==> src/ams_consts.svh <==
`ifndef AMS_CONSTS_SVH
`define AMS_CONSTS_SVH

// Register byte offsets
`define AMS_OFF_CTRL 8'h00
`define AMS_OFF_ADDR 8'h04
`define AMS_OFF_WDATA 8'h08
`define AMS_OFF_RDATA 8'h0C
`define AMS_OFF_CFG 8'h10
`define AMS_OFF_STATUS 8'h14

// Region configuration fields, most significant first
`define AMS_SS_BIT 31
`define AMS_EW_BIT 30
`define AMS_WSU_HI 29
`define AMS_WSU_LO 26
`define AMS_WST_HI 25
`define AMS_WST_LO 20
`define AMS_WHD_HI 19
`define AMS_WHD_LO 17
`define AMS_RSU_HI 16
`define AMS_RSU_LO 13
`define AMS_RST_HI 12
`define AMS_RST_LO 7
`define AMS_RHD_HI 6
`define AMS_RHD_LO 4
`define AMS_TA_HI 3
`define AMS_TA_LO 2
`define AMS_ASZ_HI 1
`define AMS_ASZ_LO 0
`define AMS_CFG_RESET 32'h3FFFFFFD
`define AMS_ASZ_16 2'h1

// Control and status bits
`define AMS_CTRL_START 0
`define AMS_CTRL_WRITE 1
`define AMS_STAT_BUSY 0
`define AMS_STAT_DONE 1

`define AMS_ADDR_W 23
`define AMS_DATA_W 16
`define AMS_CNT_W 6
`define AMS_PC_W 8

`endif

==> src/ams_pkg.sv <==
package ams_pkg;

   typedef enum logic [2:0] {
      AMS_IDLE = 3'h0,
      AMS_SETUP = 3'h1,
      AMS_STROBE = 3'h2,
      AMS_HOLD = 3'h3,
      AMS_TURN = 3'h4
   } ams_state_t;

   typedef struct packed {
      logic [31:0] cfg;
      logic [22:0] addr;
      logic [15:0] wdata;
      logic [15:0] rdata;
      logic wr;
      logic busy;
      logic done;
      ams_state_t st;
      logic [5:0] cnt;
      logic ack;
      logic [31:0] dat;
      logic cs_n;
      logic we_n;
      logic oe_n;
      logic [15:0] dq;
      logic dq_oe;
   } ams_regs_t;

endpackage

==> src/ams_ctrl.sv <==
// Operation
// - Select strobe mode strobes with chip select
// - Width field one selects 16-bit data
// - Read strobe lasts count plus one
// - Read hold lasts count plus one
// - No drive until hold plus turnaround plus two
// - Turnaround field two bits, maximum three
// - Write strobe lasts count plus one
// - Write gap is hold plus setup plus two
// - Write access lasts sum plus three
// - Configuration register at 0x10, documented layout
//
// The Wishbone interface to the registers is this design's own decision.
`timescale 1ns/1ps
`include "ams_consts.svh"

module ams_ctrl (
   input wire logic clk_i,
   input wire logic rst_i,
   input wire logic wb_cyc_i,
   input wire logic wb_stb_i,
   input wire logic wb_we_i,
   input wire logic [7:0] wb_adr_i,
   input wire logic [3:0] wb_sel_i,
   input wire logic [31:0] wb_dat_i,
   output logic [31:0] wb_dat_o,
   output logic wb_ack_o,
   output logic [22:0] mem_addr_o,
   output logic mem_cs_n_o,
   output logic mem_we_n_o,
   output logic mem_oe_n_o,
   output logic [15:0] mem_data_o,
   output logic mem_data_oe_o,
   input wire logic [15:0] mem_data_i
);

   // ==========================================================
   // Helpers
   function automatic logic [31:0] merge(input logic [31:0] old, input logic [31:0] nw,
                                         input logic [3:0] sel);
      logic [31:0] res;
      res = old;
      for (int b = 0; b < 4; b++) begin
         if (sel[b]) begin
            res[b*8 +: 8] = nw[b*8 +: 8];
         end
      end
      return res;
   endfunction

   function automatic logic is16(input logic [31:0] cfg);
      return cfg[`AMS_ASZ_HI:`AMS_ASZ_LO] == `AMS_ASZ_16;
   endfunction

   ams_pkg::ams_regs_t r, n;
   logic wb_req;
   logic wb_wr;
   logic [31:0] cfg_m;
   logic [31:0] addr_m;
   logic [31:0] wdat_m;

   assign wb_req = wb_cyc_i & wb_stb_i & ~r.ack;
   assign wb_wr = wb_req & wb_we_i;

   // ==========================================================
   // Next state
   always_comb begin
      n = r;
      n.ack = wb_req;
      cfg_m = merge(r.cfg, wb_dat_i, wb_sel_i);
      addr_m = merge({9'h000, r.addr}, wb_dat_i, wb_sel_i);
      wdat_m = merge({16'h0000, r.wdata}, wb_dat_i, wb_sel_i);
      // Reads return the register image; unmapped offsets read zero
      n.dat = 32'h0;
      if (wb_req && !wb_we_i) begin
         unique case (wb_adr_i)
            `AMS_OFF_ADDR: n.dat = {9'h000, r.addr};
            `AMS_OFF_WDATA: n.dat = {16'h0000, r.wdata};
            `AMS_OFF_RDATA: n.dat = {16'h0000, r.rdata};
            `AMS_OFF_CFG: n.dat = r.cfg;
            `AMS_OFF_STATUS: n.dat = {30'h0, r.done, r.busy};
            default: n.dat = 32'h0;
         endcase
      end
      // Writes that would disturb a running access are dropped
      if (wb_wr && !r.busy) begin
         unique case (wb_adr_i)
            `AMS_OFF_ADDR: n.addr = addr_m[`AMS_ADDR_W-1:0];
            `AMS_OFF_WDATA: n.wdata = wdat_m[`AMS_DATA_W-1:0];
            `AMS_OFF_CFG: n.cfg = cfg_m;
            default: ;
         endcase
      end
      if (wb_wr && wb_adr_i == `AMS_OFF_STATUS && wb_sel_i[0] && wb_dat_i[`AMS_STAT_DONE]) begin
         n.done = 1'b0;
      end
      if (wb_wr && wb_adr_i == `AMS_OFF_CTRL && wb_sel_i[0] && !r.busy
          && wb_dat_i[`AMS_CTRL_START]) begin
         n.busy = 1'b1;
         n.done = 1'b0;
         n.wr = wb_dat_i[`AMS_CTRL_WRITE];
         n.st = ams_pkg::AMS_SETUP;
         n.cnt = wb_dat_i[`AMS_CTRL_WRITE] ? 6'(r.cfg[`AMS_WSU_HI:`AMS_WSU_LO])
                                           : 6'(r.cfg[`AMS_RSU_HI:`AMS_RSU_LO]);
      end

      // Phase sequencer: each phase runs its count plus one cycles
      unique case (r.st)
         ams_pkg::AMS_IDLE: ;
         ams_pkg::AMS_SETUP: begin
            if (r.cnt != 6'h00) begin
               n.cnt = r.cnt - 6'h01;
            end else begin
               n.st = ams_pkg::AMS_STROBE;
               n.cnt = r.wr ? r.cfg[`AMS_WST_HI:`AMS_WST_LO] : r.cfg[`AMS_RST_HI:`AMS_RST_LO];
            end
         end
         ams_pkg::AMS_STROBE: begin
            if (r.cnt != 6'h00) begin
               n.cnt = r.cnt - 6'h01;
            end else begin
               n.st = ams_pkg::AMS_HOLD;
               n.cnt = r.wr ? 6'(r.cfg[`AMS_WHD_HI:`AMS_WHD_LO])
                            : 6'(r.cfg[`AMS_RHD_HI:`AMS_RHD_LO]);
               // upper byte only on wide bus
               if (!r.wr) begin
                  n.rdata = is16(r.cfg) ? mem_data_i : {8'h00, mem_data_i[7:0]};
               end
            end
         end
         ams_pkg::AMS_HOLD: begin
            if (r.cnt != 6'h00) begin
               n.cnt = r.cnt - 6'h01;
            end else if (r.wr) begin
               n.st = ams_pkg::AMS_IDLE;
               n.busy = 1'b0;
               n.done = 1'b1;
            end else begin
               n.st = ams_pkg::AMS_TURN;
               n.cnt = 6'(r.cfg[`AMS_TA_HI:`AMS_TA_LO]);
            end
         end
         ams_pkg::AMS_TURN: begin
            if (r.cnt != 6'h00) begin
               n.cnt = r.cnt - 6'h01;
            end else begin
               n.st = ams_pkg::AMS_IDLE;
               n.busy = 1'b0;
               n.done = 1'b1;
            end
         end
         default: begin
            n.st = ams_pkg::AMS_IDLE;
            n.busy = 1'b0;
         end
      endcase

      // Pins follow the next phase so they leave straight from flops
      // select strobe mode
      if (n.cfg[`AMS_SS_BIT]) begin
         n.cs_n = n.st != ams_pkg::AMS_STROBE;
         n.we_n = !(n.wr && n.st inside {ams_pkg::AMS_SETUP, ams_pkg::AMS_STROBE,
                                         ams_pkg::AMS_HOLD});
         n.oe_n = !(!n.wr && n.st inside {ams_pkg::AMS_SETUP, ams_pkg::AMS_STROBE,
                                          ams_pkg::AMS_HOLD});
      end else begin
         n.cs_n = !(n.st inside {ams_pkg::AMS_SETUP, ams_pkg::AMS_STROBE, ams_pkg::AMS_HOLD});
         n.we_n = !(n.wr && n.st == ams_pkg::AMS_STROBE);
         n.oe_n = !(!n.wr && n.st == ams_pkg::AMS_STROBE);
      end
      // write data driven through setup, strobe and hold
      n.dq_oe = n.wr && n.st inside {ams_pkg::AMS_SETUP, ams_pkg::AMS_STROBE,
                                     ams_pkg::AMS_HOLD};
      // narrow bus leaves the upper lane zero
      n.dq = is16(n.cfg) ? n.wdata : {8'h00, n.wdata[7:0]};
   end

   // ==========================================================
   // State register
   always_ff @(posedge clk_i) begin
      if (rst_i) begin
         r <= '{cfg: `AMS_CFG_RESET, st: ams_pkg::AMS_IDLE, cs_n: 1'b1, we_n: 1'b1,
                oe_n: 1'b1, default: '0};
      end else begin
         r <= n;
      end
   end

   assign wb_dat_o = r.dat;
   assign wb_ack_o = r.ack;
   assign mem_addr_o = r.addr;
   assign mem_cs_n_o = r.cs_n;
   assign mem_we_n_o = r.we_n;
   assign mem_oe_n_o = r.oe_n;
   assign mem_data_o = r.dq;
   assign mem_data_oe_o = r.dq_oe;

   // ==========================================================
   // Checks
   logic [7:0] pc_reg;
   logic [7:0] acc_reg;
   logic [7:0] gap_reg;
   logic [5:0] exp_rst, exp_rhd, exp_wst;
   logic [7:0] exp_sum;
   logic [1:0] exp_ta;

   assign exp_rst = r.cfg[`AMS_RST_HI:`AMS_RST_LO];
   assign exp_rhd = 6'(r.cfg[`AMS_RHD_HI:`AMS_RHD_LO]);
   assign exp_wst = r.cfg[`AMS_WST_HI:`AMS_WST_LO];
   assign exp_ta = r.cfg[`AMS_TA_HI:`AMS_TA_LO];
   // Widest sum is 85, so six bits would wrap on the slowest setting
   assign exp_sum = 8'(r.cfg[`AMS_WSU_HI:`AMS_WSU_LO]) + 8'(exp_wst)
                    + 8'(r.cfg[`AMS_WHD_HI:`AMS_WHD_LO]);

   // Cycles spent in the current phase, whole access, and since strobe end
   always_ff @(posedge clk_i) begin
      if (rst_i) begin
         pc_reg <= 8'h00;
         acc_reg <= 8'h00;
         gap_reg <= 8'h00;
      end else begin
         pc_reg <= (n.st != r.st) ? 8'h00 : pc_reg + 8'h01;
         acc_reg <= r.busy ? acc_reg + 8'h01 : 8'h00;
         gap_reg <= (r.st == ams_pkg::AMS_STROBE) ? 8'h00
                    : (gap_reg == 8'hFF ? gap_reg : gap_reg + 8'h01);
      end
   end

   ss_cs_strobe_a: assert property (@(posedge clk_i) disable iff (rst_i)
      r.cfg[`AMS_SS_BIT] && r.busy |-> (mem_cs_n_o == (r.st != ams_pkg::AMS_STROBE)))
      else $error("select strobe does not match strobe phase");

   width_lane_a: assert property (@(posedge clk_i) disable iff (rst_i)
      mem_data_oe_o && !is16(r.cfg) |-> mem_data_o[15:8] == 8'h00)
      else $error("upper lane driven on narrow bus");

   rd_strobe_len_a: assert property (@(posedge clk_i) disable iff (rst_i)
      r.st == ams_pkg::AMS_STROBE && !r.wr && n.st == ams_pkg::AMS_HOLD
      |-> pc_reg == 8'(exp_rst) ##1 r.rdata[7:0] == $past(mem_data_i[7:0]))
      else $error("read strobe length or capture wrong");

   rd_hold_len_a: assert property (@(posedge clk_i) disable iff (rst_i)
      r.st == ams_pkg::AMS_HOLD && !r.wr && n.st != ams_pkg::AMS_HOLD
      |-> pc_reg == 8'(exp_rhd) && $stable(mem_addr_o))
      else $error("read hold length wrong");

   rd_turn_a: assert property (@(posedge clk_i) disable iff (rst_i)
      r.st == ams_pkg::AMS_TURN && n.st == ams_pkg::AMS_IDLE
      |-> gap_reg == 8'(exp_rhd) + 8'(exp_ta) + 8'h01 && !mem_data_oe_o)
      else $error("turnaround shorter than hold plus ta plus two");

   ta_range_a: assert property (@(posedge clk_i) disable iff (rst_i)
      r.st == ams_pkg::AMS_TURN |-> pc_reg <= 8'h03)
      else $error("turnaround above three cycles plus one");

   wr_strobe_len_a: assert property (@(posedge clk_i) disable iff (rst_i)
      r.st == ams_pkg::AMS_STROBE && r.wr && n.st == ams_pkg::AMS_HOLD
      |-> pc_reg == 8'(exp_wst) && !mem_data_oe_o == 1'b0)
      else $error("write strobe length wrong");

   wr_gap_a: assert property (@(posedge clk_i) disable iff (rst_i)
      r.wr && r.st == ams_pkg::AMS_SETUP && n.st == ams_pkg::AMS_STROBE
      |-> gap_reg >= 8'(r.cfg[`AMS_WSU_HI:`AMS_WSU_LO]) + 8'h01)
      else $error("write strobe gap too short");

   wr_total_a: assert property (@(posedge clk_i) disable iff (rst_i)
      r.wr && r.busy && !n.busy |-> acc_reg == exp_sum + 8'h02)
      else $error("write access length wrong");

   cfg_read_a: assert property (@(posedge clk_i) disable iff (rst_i)
      wb_req && !wb_we_i && wb_adr_i == `AMS_OFF_CFG |=> wb_ack_o && wb_dat_o == $past(r.cfg))
      else $error("configuration read mismatch");

   addr_stable_a: assert property (@(posedge clk_i) disable iff (rst_i)
      r.busy && $past(r.busy) |-> $stable(mem_addr_o) ##0 !(r.st == ams_pkg::AMS_STROBE
      && $past(r.st) == ams_pkg::AMS_IDLE))
      else $error("address moved or setup skipped");

   ack_pulse_a: assert property (@(posedge clk_i) disable iff (rst_i)
      wb_ack_o |=> !wb_ack_o)
      else $error("acknowledge held longer than one cycle");

   ack_reply_a: assert property (@(posedge clk_i) disable iff (rst_i)
      wb_req |=> wb_ack_o)
      else $error("request not acknowledged in the next cycle");

   setup_len_a: assert property (@(posedge clk_i) disable iff (rst_i)
      r.st == ams_pkg::AMS_SETUP && n.st == ams_pkg::AMS_STROBE
      |-> pc_reg == (r.wr ? 8'(r.cfg[`AMS_WSU_HI:`AMS_WSU_LO])
                          : 8'(r.cfg[`AMS_RSU_HI:`AMS_RSU_LO])))
      else $error("setup phase length wrong");

   wr_hold_len_a: assert property (@(posedge clk_i) disable iff (rst_i)
      r.st == ams_pkg::AMS_HOLD && r.wr && n.st == ams_pkg::AMS_IDLE
      |-> pc_reg == 8'(r.cfg[`AMS_WHD_HI:`AMS_WHD_LO]))
      else $error("write hold length wrong");

   ws_cs_span_a: assert property (@(posedge clk_i) disable iff (rst_i)
      !r.cfg[`AMS_SS_BIT] && r.st inside {ams_pkg::AMS_SETUP, ams_pkg::AMS_STROBE,
      ams_pkg::AMS_HOLD} |-> !mem_cs_n_o)
      else $error("select dropped inside an access");

   ss_en_span_a: assert property (@(posedge clk_i) disable iff (rst_i)
      r.cfg[`AMS_SS_BIT] && r.st inside {ams_pkg::AMS_SETUP, ams_pkg::AMS_STROBE,
      ams_pkg::AMS_HOLD} |-> mem_we_n_o == !r.wr && mem_oe_n_o == r.wr)
      else $error("enables wrong in select strobe mode");

   rd_no_drive_a: assert property (@(posedge clk_i) disable iff (rst_i)
      r.busy && !r.wr |-> !mem_data_oe_o)
      else $error("data bus driven during a read");

   wide_capture_a: assert property (@(posedge clk_i) disable iff (rst_i)
      r.st == ams_pkg::AMS_STROBE && !r.wr && n.st == ams_pkg::AMS_HOLD && is16(r.cfg)
      |=> r.rdata == $past(mem_data_i))
      else $error("wide read capture wrong");

   cfg_frozen_a: assert property (@(posedge clk_i) disable iff (rst_i)
      r.busy && $past(r.busy) |-> $stable(r.cfg))
      else $error("configuration changed during an access");

   rd_strobe_oe_a: assert property (@(posedge clk_i) disable iff (rst_i)
      !r.cfg[`AMS_SS_BIT] && r.st == ams_pkg::AMS_STROBE
      |-> mem_oe_n_o == r.wr && mem_we_n_o == !r.wr)
      else $error("strobe enable wrong in normal mode");

   rd_done_c: cover property (@(posedge clk_i) disable iff (rst_i)
      r.st == ams_pkg::AMS_TURN ##1 r.st == ams_pkg::AMS_IDLE);
   wr_done_c: cover property (@(posedge clk_i) disable iff (rst_i)
      r.wr && r.st == ams_pkg::AMS_HOLD ##1 r.st == ams_pkg::AMS_IDLE);
   ss_mode_c: cover property (@(posedge clk_i) disable iff (rst_i)
      r.cfg[`AMS_SS_BIT] && r.st == ams_pkg::AMS_STROBE);
   narrow_rd_c: cover property (@(posedge clk_i) disable iff (rst_i)
      !is16(r.cfg) && !r.wr && r.st == ams_pkg::AMS_STROBE);
   long_wr_c: cover property (@(posedge clk_i) disable iff (rst_i)
      r.wr && r.busy && !n.busy && acc_reg > 8'h3F);

endmodule

==> config.mk <==
export PLATFORM = sky130hd
export DESIGN_NAME = ams_ctrl
export DESIGN_NICKNAME = d
export VERILOG_FILES = /design/src/ams_pkg.sv /design/src/ams_ctrl.sv
export VERILOG_INCLUDE_DIRS = /design/src
export SDC_FILE = /design/constraint.sdc
export NUM_CORES = 1
export LEC_CHECK = 0
export ABC_AREA = 1
export CAP_MARGIN = 5
export CORE_AREA = 4 4 168 170
export CTS_CLUSTER_SIZE = 28
export DETAILED_ROUTE_END_ITERATION = 8
export DIE_AREA = 0 0 172 174
export DONT_BUFFER_PORTS = 1
export PLACE_DENSITY_LB_ADDON = 0.05
export SYNTH_ARGS = -nofsm -noshare
export SYNTH_HDL_FRONTEND = slang
export SYNTH_SLANG_ARGS = --single-unit
==> constraint.sdc <==
create_clock -name clk_i -period 1.6 [get_ports clk_i]
set_input_delay 0.16 -clock clk_i [delete_from_list [all_inputs] [get_ports clk_i]]
set_output_delay 0.16 -clock clk_i [all_outputs]
set_load 0.1 [all_outputs]
Word-level counts from Yosys, hierarchy flattened
Index checks and enable logic that the tools add are counted.
W data, S select, Z words.
{ "totals": {"regBits": 152, "elab_cells": 119} }
{ "op_classes": {"n_addsub": 1, "n_eq_ne": 15, "mux": 36, "n_bitwise": 8, "reduce_logical": 36} }
{ "op_table": {"columns": ["cell", "count"], "rows": [
  ["$pmux W32 S5", 1],
  ["$mux W71", 1],
  ["$mux W8", 8],
  ["$mux W6", 6],
  ["$mux W16", 2],
  ["$mux W32", 1],
  ["$pmux W6 S4", 1],
  ["$reduce_and A3 Y1", 8],
  ["$mux W23", 1],
  ["$eq A8 B4 Y1 const B", 2],
  ["$eq A8 B5 Y1 const B", 2],
  ["$mux W3", 5],
  ["$pmux W3 S5", 1],
  ["$logic_and A1 B1 Y1", 13],
  ["$eq A3 B2 Y1 const B", 4],
  ["$mux W12", 1],
  ["$mux W5", 2],
  ["$eq A8 B3 Y1 const B", 1],
  ["$logic_not A1 Y1", 8],
  ["$logic_not A8 Y1", 1],
  ["$mux W7", 1],
  ["$eq A3 B1 Y1 const B", 2],
  ["$reduce_bool A6 Y1", 1],
  ["$sub A6 B1 Y6 const B", 1],
  ["14 further kinds", 22]
]} }

Logic depth before layout (Yosys ltp)
Gate-level depths: netlist of run 1.
{ "depth": {"ltp_word": 16, "mapped_depth": 13} }

Worst setup path after synthesis of run 1
Ideal clock, no wire load.
{ "synth_timing": {"kind": "register to register", "from": "reg r, in the netlist wb_ack_o", "to": "reg r, in the netlist mem_we_n_o", "setup_time_ps": 112, "arrival_time_ps": 1870, "t_required_ps": 1488, "setup_slack_ps": -382, "stages_incl_launch_ff": 11, "path_cell_list": "dfxtp_1 > nor2_2 > nand3_2 > nor2_4 > nand2_2 > nand3_1 > nand2_1 > and2_1 > nand3_1 > nand2_1 > nand2_1"} }
{ "synth_via": {"elab_chain_len": 15} }
{ "synth_lines": {"columns": ["element", "line", "source"], "rows": [
  ["start, declared", "ams_ctrl.sv:55", "ams_pkg::ams_regs_t r, n;"],
  ["start signal, assigned", "ams_ctrl.sv:182", "r <= '{cfg: `AMS_CFG_RESET, st: ams_pkg::AMS_IDLE, cs_n: 1'b1, we_n: 1'b1,"],
  ["start signal, assigned", "ams_ctrl.sv:185", "r <= n;"],
  ["$not A1 Y1 (*)", "ams_ctrl.sv:62", "assign wb_req = wb_cyc_i & wb_stb_i & ~r.ack;"],
  ["$and A1 B1 Y1 (*)", "ams_ctrl.sv:62", null],
  ["$and A1 B1 Y1 (*)", "ams_ctrl.sv:63", "assign wb_wr = wb_req & wb_we_i;"],
  ["$logic_and A1 B1 Y1 (no source line)", null, null],
  ["$logic_and A1 B1 Y1 (3 in series)", "ams_ctrl.sv:97", "if (wb_wr && wb_adr_i == `AMS_OFF_CTRL && wb_sel_i[0] && !r.busy"],
  ["$mux W12", "ams_ctrl.sv:97", null],
  ["$mux W5, or another cell as far along", "ams_ctrl.sv:144", "if (r.cnt != 6'h00) begin"],
  ["$pmux W3 S5", "ams_ctrl.sv:108", "unique case (r.st)"],
  ["$eq A3 B1 Y1, or another cell as far along", "ams_ctrl.sv:162", "n.we_n = !(n.wr && n.st inside {ams_pkg::AMS_SETUP, ams_pkg::AMS_STROBE,"],
  ["$reduce_bool A3 Y1", "ams_ctrl.sv:162", null],
  ["$logic_and A1 B1 Y1", "ams_ctrl.sv:162", null],
  ["$logic_not A1 Y1", "ams_ctrl.sv:162", null],
  ["$mux W3 (*)", "ams_ctrl.sv:160", "if (n.cfg[`AMS_SS_BIT]) begin"]
]} }
Mark *: on every way between the ends. The rest lies on a longest branch, timed or not.
A chain may end at the register's enable or synchronous reset.

Worst setup path in the final report of run 1
{ "layout_timing": {"from": "reg r, in the netlist wb_ack_o", "to": "reg r[56] (netlist bit)"} }
{ "layout_via": {"elab_chain_len": 11} }
{ "layout_lines": {"columns": ["element", "line", "source"], "rows": [
  ["$not A1 Y1 (*)", "ams_ctrl.sv:62", null],
  ["$and A1 B1 Y1 (*)", "ams_ctrl.sv:62", null],
  ["$and A1 B1 Y1 (*)", "ams_ctrl.sv:63", null],
  ["$logic_and A1 B1 Y1 (no source line) (*)", null, null],
  ["$logic_and A1 B1 Y1 (*) (3 in series)", "ams_ctrl.sv:97", null],
  ["$mux W12 (*)", "ams_ctrl.sv:97", null],
  ["$mux W6", "ams_ctrl.sv:134", "end else if (r.wr) begin"],
  ["$mux W6", "ams_ctrl.sv:132", "if (r.cnt != 6'h00) begin"],
  ["$pmux W6 S4 (*)", "ams_ctrl.sv:108", null]
]} }
Marks and branches as above.

==> summary.md, run 1 <==
| Metric | Value |
|---|---|
| Number of different library cells in the post-synthesis netlist | `42` |
| Horizontal die dimension | `172 microns` |
| Fraction of met2 tracks used by global routing | `0.253` |
| Launch point of the worst reg-to-reg path | `wb_ack_o` |
| Normalized max-slew margin | `0.712` |
| Setup slack of the most critical reg-to-reg path | `-40 ps` |
| R2R depth | `12` |
| Yosys Warn Count | `0` |
| First-iteration detailed-routing DRC count | `351` |
| Proportion of netlist area held by the largest area contributor | `0.438` |
| CTS tree | `built` |
| Maximum number of pins on one net before global-route repair | `59` |
| Transition time at the pin with the least slew margin | `431 ps` |
| Wire length of the first global-routing pass | `36.6 mm` |
| Top-level I/O count | `141` |
| Largest driver fanout on the critical path | `6` |
| Static power due to leakage | `4.03 nW` |
| DP HPWL | `17.8 mm` |
| Crit Reg-Reg Endpoint | `r[56]` |
| Antenna Nets Post-Route | `0` |
| Remaining global-route overflow | `0` |
| Hold endpoint | `mem_data_o[11]` |
| Outcome | `finished with violations` |
| Setup CP Type | `reg -> reg` |
| Arrival time of the worst setup path | `1940 ps` |
| Worst ir drop on vdd | `404 uV` |
| Final period utilization | `1.03` |
| Clock buffer depth | `2` |
| Leading cell type by number of instances after synthesis | `nand2_1` |
| Number of fill cells in the layout | `2864` |
| Setup violations, final | `23` |
| Number of standard cells in the layout, taps in and fillers out | `1360` |
| Most utilized layer in the global route result | `met2` |
| Critical path endpoint category | `flop` |
| Share of layout cells above drive strength 1 | `0.306` |
| # rows | `60` |
| Count of vias placed by the detailed router | `6046` |
| Share of async-settable or async-resettable flops after synthesis | `0` |
| Number of enable flip-flop cells after synthesis | `0` |
| Via count of the first global-routing pass | `6155` |
| Failing checks | `hold timing, setup timing` |
| Die height | `174 microns` |
| Final RePlAce weighted congestion | `0.853` |
| Final wirelength | `24.1 mm` |
| H-Tree Depth | `4` |
| Num CTS Buffers | `17` |
| Number of vias per cell after detailed routing | `4.45` |
| Area post-placement | `7560 sq um` |
| Post-route worst hold slack | `-5.48 ps` |
| Net count, final | `1073` |
| Reported max-cap violation count | `0` |
| Share of synthesized area occupied by flip-flops and latches | `0.438` |
| Effective utilization at floorplan | `0.246` |
| Number of failing hold endpoints at the final stage | `2` |
| Maximum frequency from static timing analysis | `609 MHz` |
| Synth-to-layout area growth | `40.0%` |
| Area enclosed by the die boundary | `29900 sq um` |
| Required time of the critical path | `1890 ps` |
| Unrepaired setup endpoints after global routing | `true` |
| Count of state elements after synthesis | `144` |
| DRT Pass-1 Iters | `4` |
| Total nets after synthesis | `937` |
| Inserted Diodes | `0` |
| Multi-input gate area in the final layout | `3110 sq um` |
| Final slew viol count | `0` |
| Port Buffers | `0` |
| Register cell area after layout | `2890 sq um` |
| Leading cell types by count after synthesis | `nand2_1, dfxtp_1, nor2_1` |
| Top area cells in the synthesized netlist | `dfxtp_1, nand2_1, buf_4` |
| Clock-pin transition on the worst setup and hold timing paths | `70 ps` |
| GR Util met1 | `0.226` |
| Final setup skew | `16.1 ps` |
| Post-Synthesis Cell Area | `6580 sq um` |
| Total power density per cell area | `846 nW/um^2` |
| Mean instance size in the synthesized netlist | `7.56 sq um` |
| Global-route total usage across every layer | `0.160` |
| Tot Pwr | `7.79 mW` |
| Setup crit start kind | `flop` |
| Clock root buffer | `clkbuf_16` |
| Core Footprint | `26700 sq um` |
| Total number of clock tree sinks | `144` |
| # placed instances | `1260` |
| Residual DRC count | `0` |
| Gate count after technology mapping | `871` |
| Initial antenna violation count | `0` |
| Worst min path class | `in -> reg` |
| Final-layout setup total negative slack | `-545 ps` |
| Total non-filler cell area in the finished layout | `9210 sq um` |
| Worst Hold Launch | `rst_i` |
| Global-route met3 utilization | `0.0327` |
| Min-Delay Path Depth | `3` |
| Post-layout minimum cycle time | `1640 ps` |
| Cell taking the most area after synthesis | `dfxtp_1` |
| Final setup margin | `-43.0 ps` |
| Clock insertion delay at the later pin of the skew report | `430 ps` |
| Wire length per cell | `17.7 microns` |
| Prevailing post-synth register cell | `dfxtp_1` |
final cells by class:
cell class,count,area share
Inverter,76,0.0331
Multi-Input combinational cell,552,0.338
Clock inverter,13,0.0143
Tap cell,341,0.0463
Timing Repair Buffer,216,0.208
Sequential cell,144,0.314
Clock buffer,18,0.0466
cell families after synthesis:
group | synth area share
buffers and inverters | 0.147
adder cells (fa/ha/maj) | 0.00190
flip-flops | 0.438
AND/OR/NAND/NOR | 0.255
AO/OA/AOI/OAI | 0.145
multiplexers | 0.0122
XOR/XNOR | 0.00133
flip-flops by register name, summed over array words and instances (netlist names):
signal,flops
mem_data_oe_o,1
exp_rst,6
mem_data_o,8
mem_cs_n_o,1
wb_dat_o,32
exp_ta,2
wb_ack_o,1
mem_oe_n_o,1
mem_we_n_o,1
exp_wst,6
mem_addr_o,23
exp_rhd,3
r,59
report_power, final:
part	switching, mW	internal [mW]
Combinational	0.186	0.148
Clock	1.71	2.17
Sequential	0.00188	3.58
Total	1.89	5.90
critical path, stage by stage (launching register included):
cell,delay [ps]
dfxtp_4,360
nor2_4,130
nand3_4,110
nor2_4,190
buf_12,140
nand2_8,50
buf_12,160
nand2_2,70
o21ai_4,50
nand2_1,70
nand2_1,50
nand2_1,60
a21oi_2,50
through the flow:
step,utilization,setup WS (ps)
floorplan,-,-29.3
global placement,0.283,-190
detailed placement,0.283,-190
CTS,0.327,-49.2
global route,0.345,-187
finish,0.345,-43.0
layer usage:
| layer | share of wire | up-vias |
|---|---|---|
| met1 | 0.49 | 2862 |
| met3 | 0.040 | 8 |
| li1 | - | 3056 |
| met5 | 0 | - |
| met4 | 0.0062 | 0 |
| met2 | 0.46 | 120 |
cells in the final DEF (no fill, tap or decap), types with 35 or more instances in the layout:
cell type	synthesis	final
a21oi_1	63	57
buf_4	73	149
dfxtp_1	144	140
dlygate4sd3_1	0	50
inv_1	66	60
nand2_1	195	178
nand3_1	47	35
nor2_1	89	74
o21ai_0	60	53
worst max-delay path by stage:
stage,from,to,slack (ps),cells after the start
2_1_floorplan,wb_ack_o,mem_data_o[10],-30,9
6_report,wb_ack_o,r[56],-40,12
5_1_grt,wb_ack_o,mem_oe_n_o,-190,11
3_5_place_dp,wb_ack_o,mem_data_o[15],-190,9
4_1_cts,wb_ack_o,mem_data_o[15],-50,9
3_3_place_gp,wb_ack_o,mem_data_o[15],-190,9
timing repair:
action	in CTS	in global routing
resized for setup	40	75
setup buffers	8	8
hold buffers	34	17
gates cloned	2	1
pin swaps	11	13
endpoints found under the setup margin	52	95
hold endpoints to repair	109	56
(Power assumes the default switching activity.)
==> inputs of run 2 (changes only) <==
--- a/config.mk
+++ b/config.mk
@@ -8,10 +8,10 @@
 export LEC_CHECK = 0
 export ABC_AREA = 1
 export CAP_MARGIN = 5
-export CORE_AREA = 4 4 168 170
+export CORE_AREA = 4 4 134 136
 export CTS_CLUSTER_SIZE = 28
 export DETAILED_ROUTE_END_ITERATION = 8
-export DIE_AREA = 0 0 172 174
+export DIE_AREA = 0 0 138 140
 export DONT_BUFFER_PORTS = 1
 export PLACE_DENSITY_LB_ADDON = 0.05
 export SYNTH_ARGS = -nofsm -noshare
==> constraint.sdc (replaced) <==
create_clock -name clk_i -period 2.07 [get_ports clk_i]
set_input_delay 0.1035 -clock clk_i [delete_from_list [all_inputs] [get_ports clk_i]]
set_output_delay 0.1035 -clock clk_i [all_outputs]
set_load 0.1 [all_outputs]
==> run 2 against run 1 <==
The flow now finishes without violations. First-iteration DRC count increased by 3.7%. Final area fell by 12%. Sequential power is 23% lower. Non-clock buffer count is 64 lower. Worst setup slack improved by 210 ps. Clock power shrank 23%. Sequential share of layout area is 4.2 points higher. Clock skew shrank 9.0 ps. Critical path type unchanged. Largest cell class is now registers. Largest power group unchanged.
==> summary.md, run 2 (synthesis gave the netlist of run 1 again) <==
| Metric | Value |
|---|---|
| Core Footprint | `16900 sq um` |
| Clock root buffer | `clkbuf_16` |
| Final-layout setup total negative slack | `0 ps` |
| Synth-to-layout area growth | `23.0%` |
| # rows | `48` |
| DRT Pass-1 Iters | `5` |
| Unrepaired setup endpoints after global routing | `false` |
| Most frequent cells in the layout | `nand2_1, dfxtp_1, buf_4, nor2_1, inv_1` |
| Total number of clock tree sinks | `144` |
| Static power due to leakage | `3.59 nW` |
| Final wirelength | `19.9 mm` |
| Wire length per cell | `16.9 microns` |
| # placed instances | `1089` |
| Most common cell after layout, fill and taps aside | `nand2_1` |
| Setup CP Type | `reg -> reg` |
| Maximum frequency from static timing analysis | `524 MHz` |
| First-iteration detailed-routing DRC count | `364` |
| Final RePlAce weighted congestion | `0.877` |
| DP HPWL | `14.3 mm` |
| Horizontal die dimension | `138 microns` |
| Initial antenna violation count | `0` |
| Max reg flops | `59` |
| Outcome | `complete, no violations` |
| Top-level I/O count | `141` |
| Multi-input gate area in the final layout | `2760 sq um` |
| Reported max-cap violation count | `0` |
| Setup slack of the most critical reg-to-reg path | `160 ps` |
| Final period utilization | `0.922` |
| Net count, final | `1009` |
| Effective utilization at floorplan | `0.389` |
| Series of cell instances along the critical path | `nor2_2, nand3_2, inv_2, nand3_4, mux2i_1, nor2_1, dlygate4sd3_1` |
| Clock buffer depth | `2` |
| Final slew viol count | `0` |
| H-Tree Depth | `4` |
| Setup crit start kind | `flop` |
| Largest reg by FF count | `r` |
| Slowest cell on the critical path | `dlygate4sd3_1` |
| Global-route total usage across every layer | `0.204` |
| Arrival time of the worst setup path | `2220 ps` |
| Port Buffers | `0` |
| Num CTS Buffers | `17` |
| Maximum number of pins on one net before global-route repair | `58` |
| Wire length of the first global-routing pass | `31.3 mm` |
| Post-layout minimum cycle time | `1910 ps` |
| Number of fill cells in the layout | `1719` |
| Count of vias placed by the detailed router | `5778` |
| Normalized max-slew margin | `0.655` |
| Die height | `140 microns` |
| Largest driver fanout on the critical path | `8` |
| Total power density per cell area | `739 nW/um^2` |
| Worst ir drop on vdd | `565 uV` |
| Final setup skew | `7.10 ps` |
| Setup violations, final | `0` |
| Clock insertion delay at the later pin of the skew report | `420 ps` |
| Register cell area after layout | `2880 sq um` |
| Residual DRC count | `0` |
| Inserted Diodes | `0` |
| Remaining global-route overflow | `0` |
| Number of standard cells in the layout, taps in and fillers out | `1181` |
| Critical path endpoint category | `flop` |
| CTS tree | `built` |
| Worst min path class | `in -> reg` |
| Via count of the first global-routing pass | `5689` |
| Share of layout cells above drive strength 1 | `0.186` |
| Required time of the critical path | `2380 ps` |
| Number of vias per cell after detailed routing | `4.89` |
| Antenna Nets Post-Route | `0` |
| Tot Pwr | `5.99 mW` |
| Area enclosed by the die boundary | `19300 sq um` |
| Transition time at the pin with the least slew margin | `516 ps` |
| Clock-pin transition on the worst setup and hold timing paths | `60 ps` |
| Largest incremental delay on the critical path | `550 ps` |
| Number of failing hold endpoints at the final stage | `0` |
==> run 2: changes by cell type in the layout (fill, tap and decap cells not counted), moves of 7 or more <==
cell     delta
buf_12      -8
nor2_1     +15
nand2_1    +15
buf_4      -53
nand3_1    +12
o21ai_0     +7
nor2_4     -10
nand3_2     -7
nand2_4     -8
==> run 2: per-layer routing <==
metal  track usage  share of wire
met4        0.0671          0.013
met2         0.319           0.45
met1         0.279           0.48
met5             0              0
met3        0.0468          0.056
==> run 2: path summary, 6_finish.rpt <==
check | depth (start not counted) | start | endpoint
max | 7 | wb_ack_o | r[91]
min | 2 | rst_i | r[95]
max reg2reg | 7 | wb_ack_o | r[91]
min reg2reg | 2 | r[150] | wb_dat_o[30]
==> run 2: timing repair <==
action                                 in CTS  in global routing
endpoints found under the hold margin     111                  0
hold buffers                               55                  0
gates resized for setup                     1                  5
pin swaps                                   0                  1
setup endpoints to repair                   2                 41
gates cloned                                0                  1
setup buffers                               2                  2
==> run 2: per-stage QoR <==
stage          hold WS, ps  utilization  instance area [sq um]  worst slack, ps
2_1_floorplan          192            -                   6580             88.1
3_3_place_gp           186        0.406                   6880              127
3_5_place_dp           187        0.406                   6880             5.76
4_1_cts               6.45        0.475                   8040             36.5
5_1_grt               32.0        0.478                   8100             30.0
6_report              16.8        0.478                   8100              162
==> run 2: final cells by class <==
type / count / area share
sequential: 144 / 0.356
multi-input combinational: 552 / 0.341
timing repair buffer: 152 / 0.162
clock buffer: 19 / 0.0547
inverter: 76 / 0.0360
tap: 225 / 0.0348
clock inverter: 13 / 0.0161
==> run 2: critical path: cells and delay by family, from the launching register on <==
family,cells,cell delay [ps]
simple gates,4,510
buf+inv,2,700
flops,1,340
mux,1,240
==> run 2: report_power, final <==
| part | switching, mW | total, mW | internal (mW) |
|---|---|---|---|
| combinational | 0.127 | 0.226 | 0.0984 |
| sequential | 0.00128 | 2.77 | 2.77 |
| clock | 1.28 | 2.99 | 1.71 |
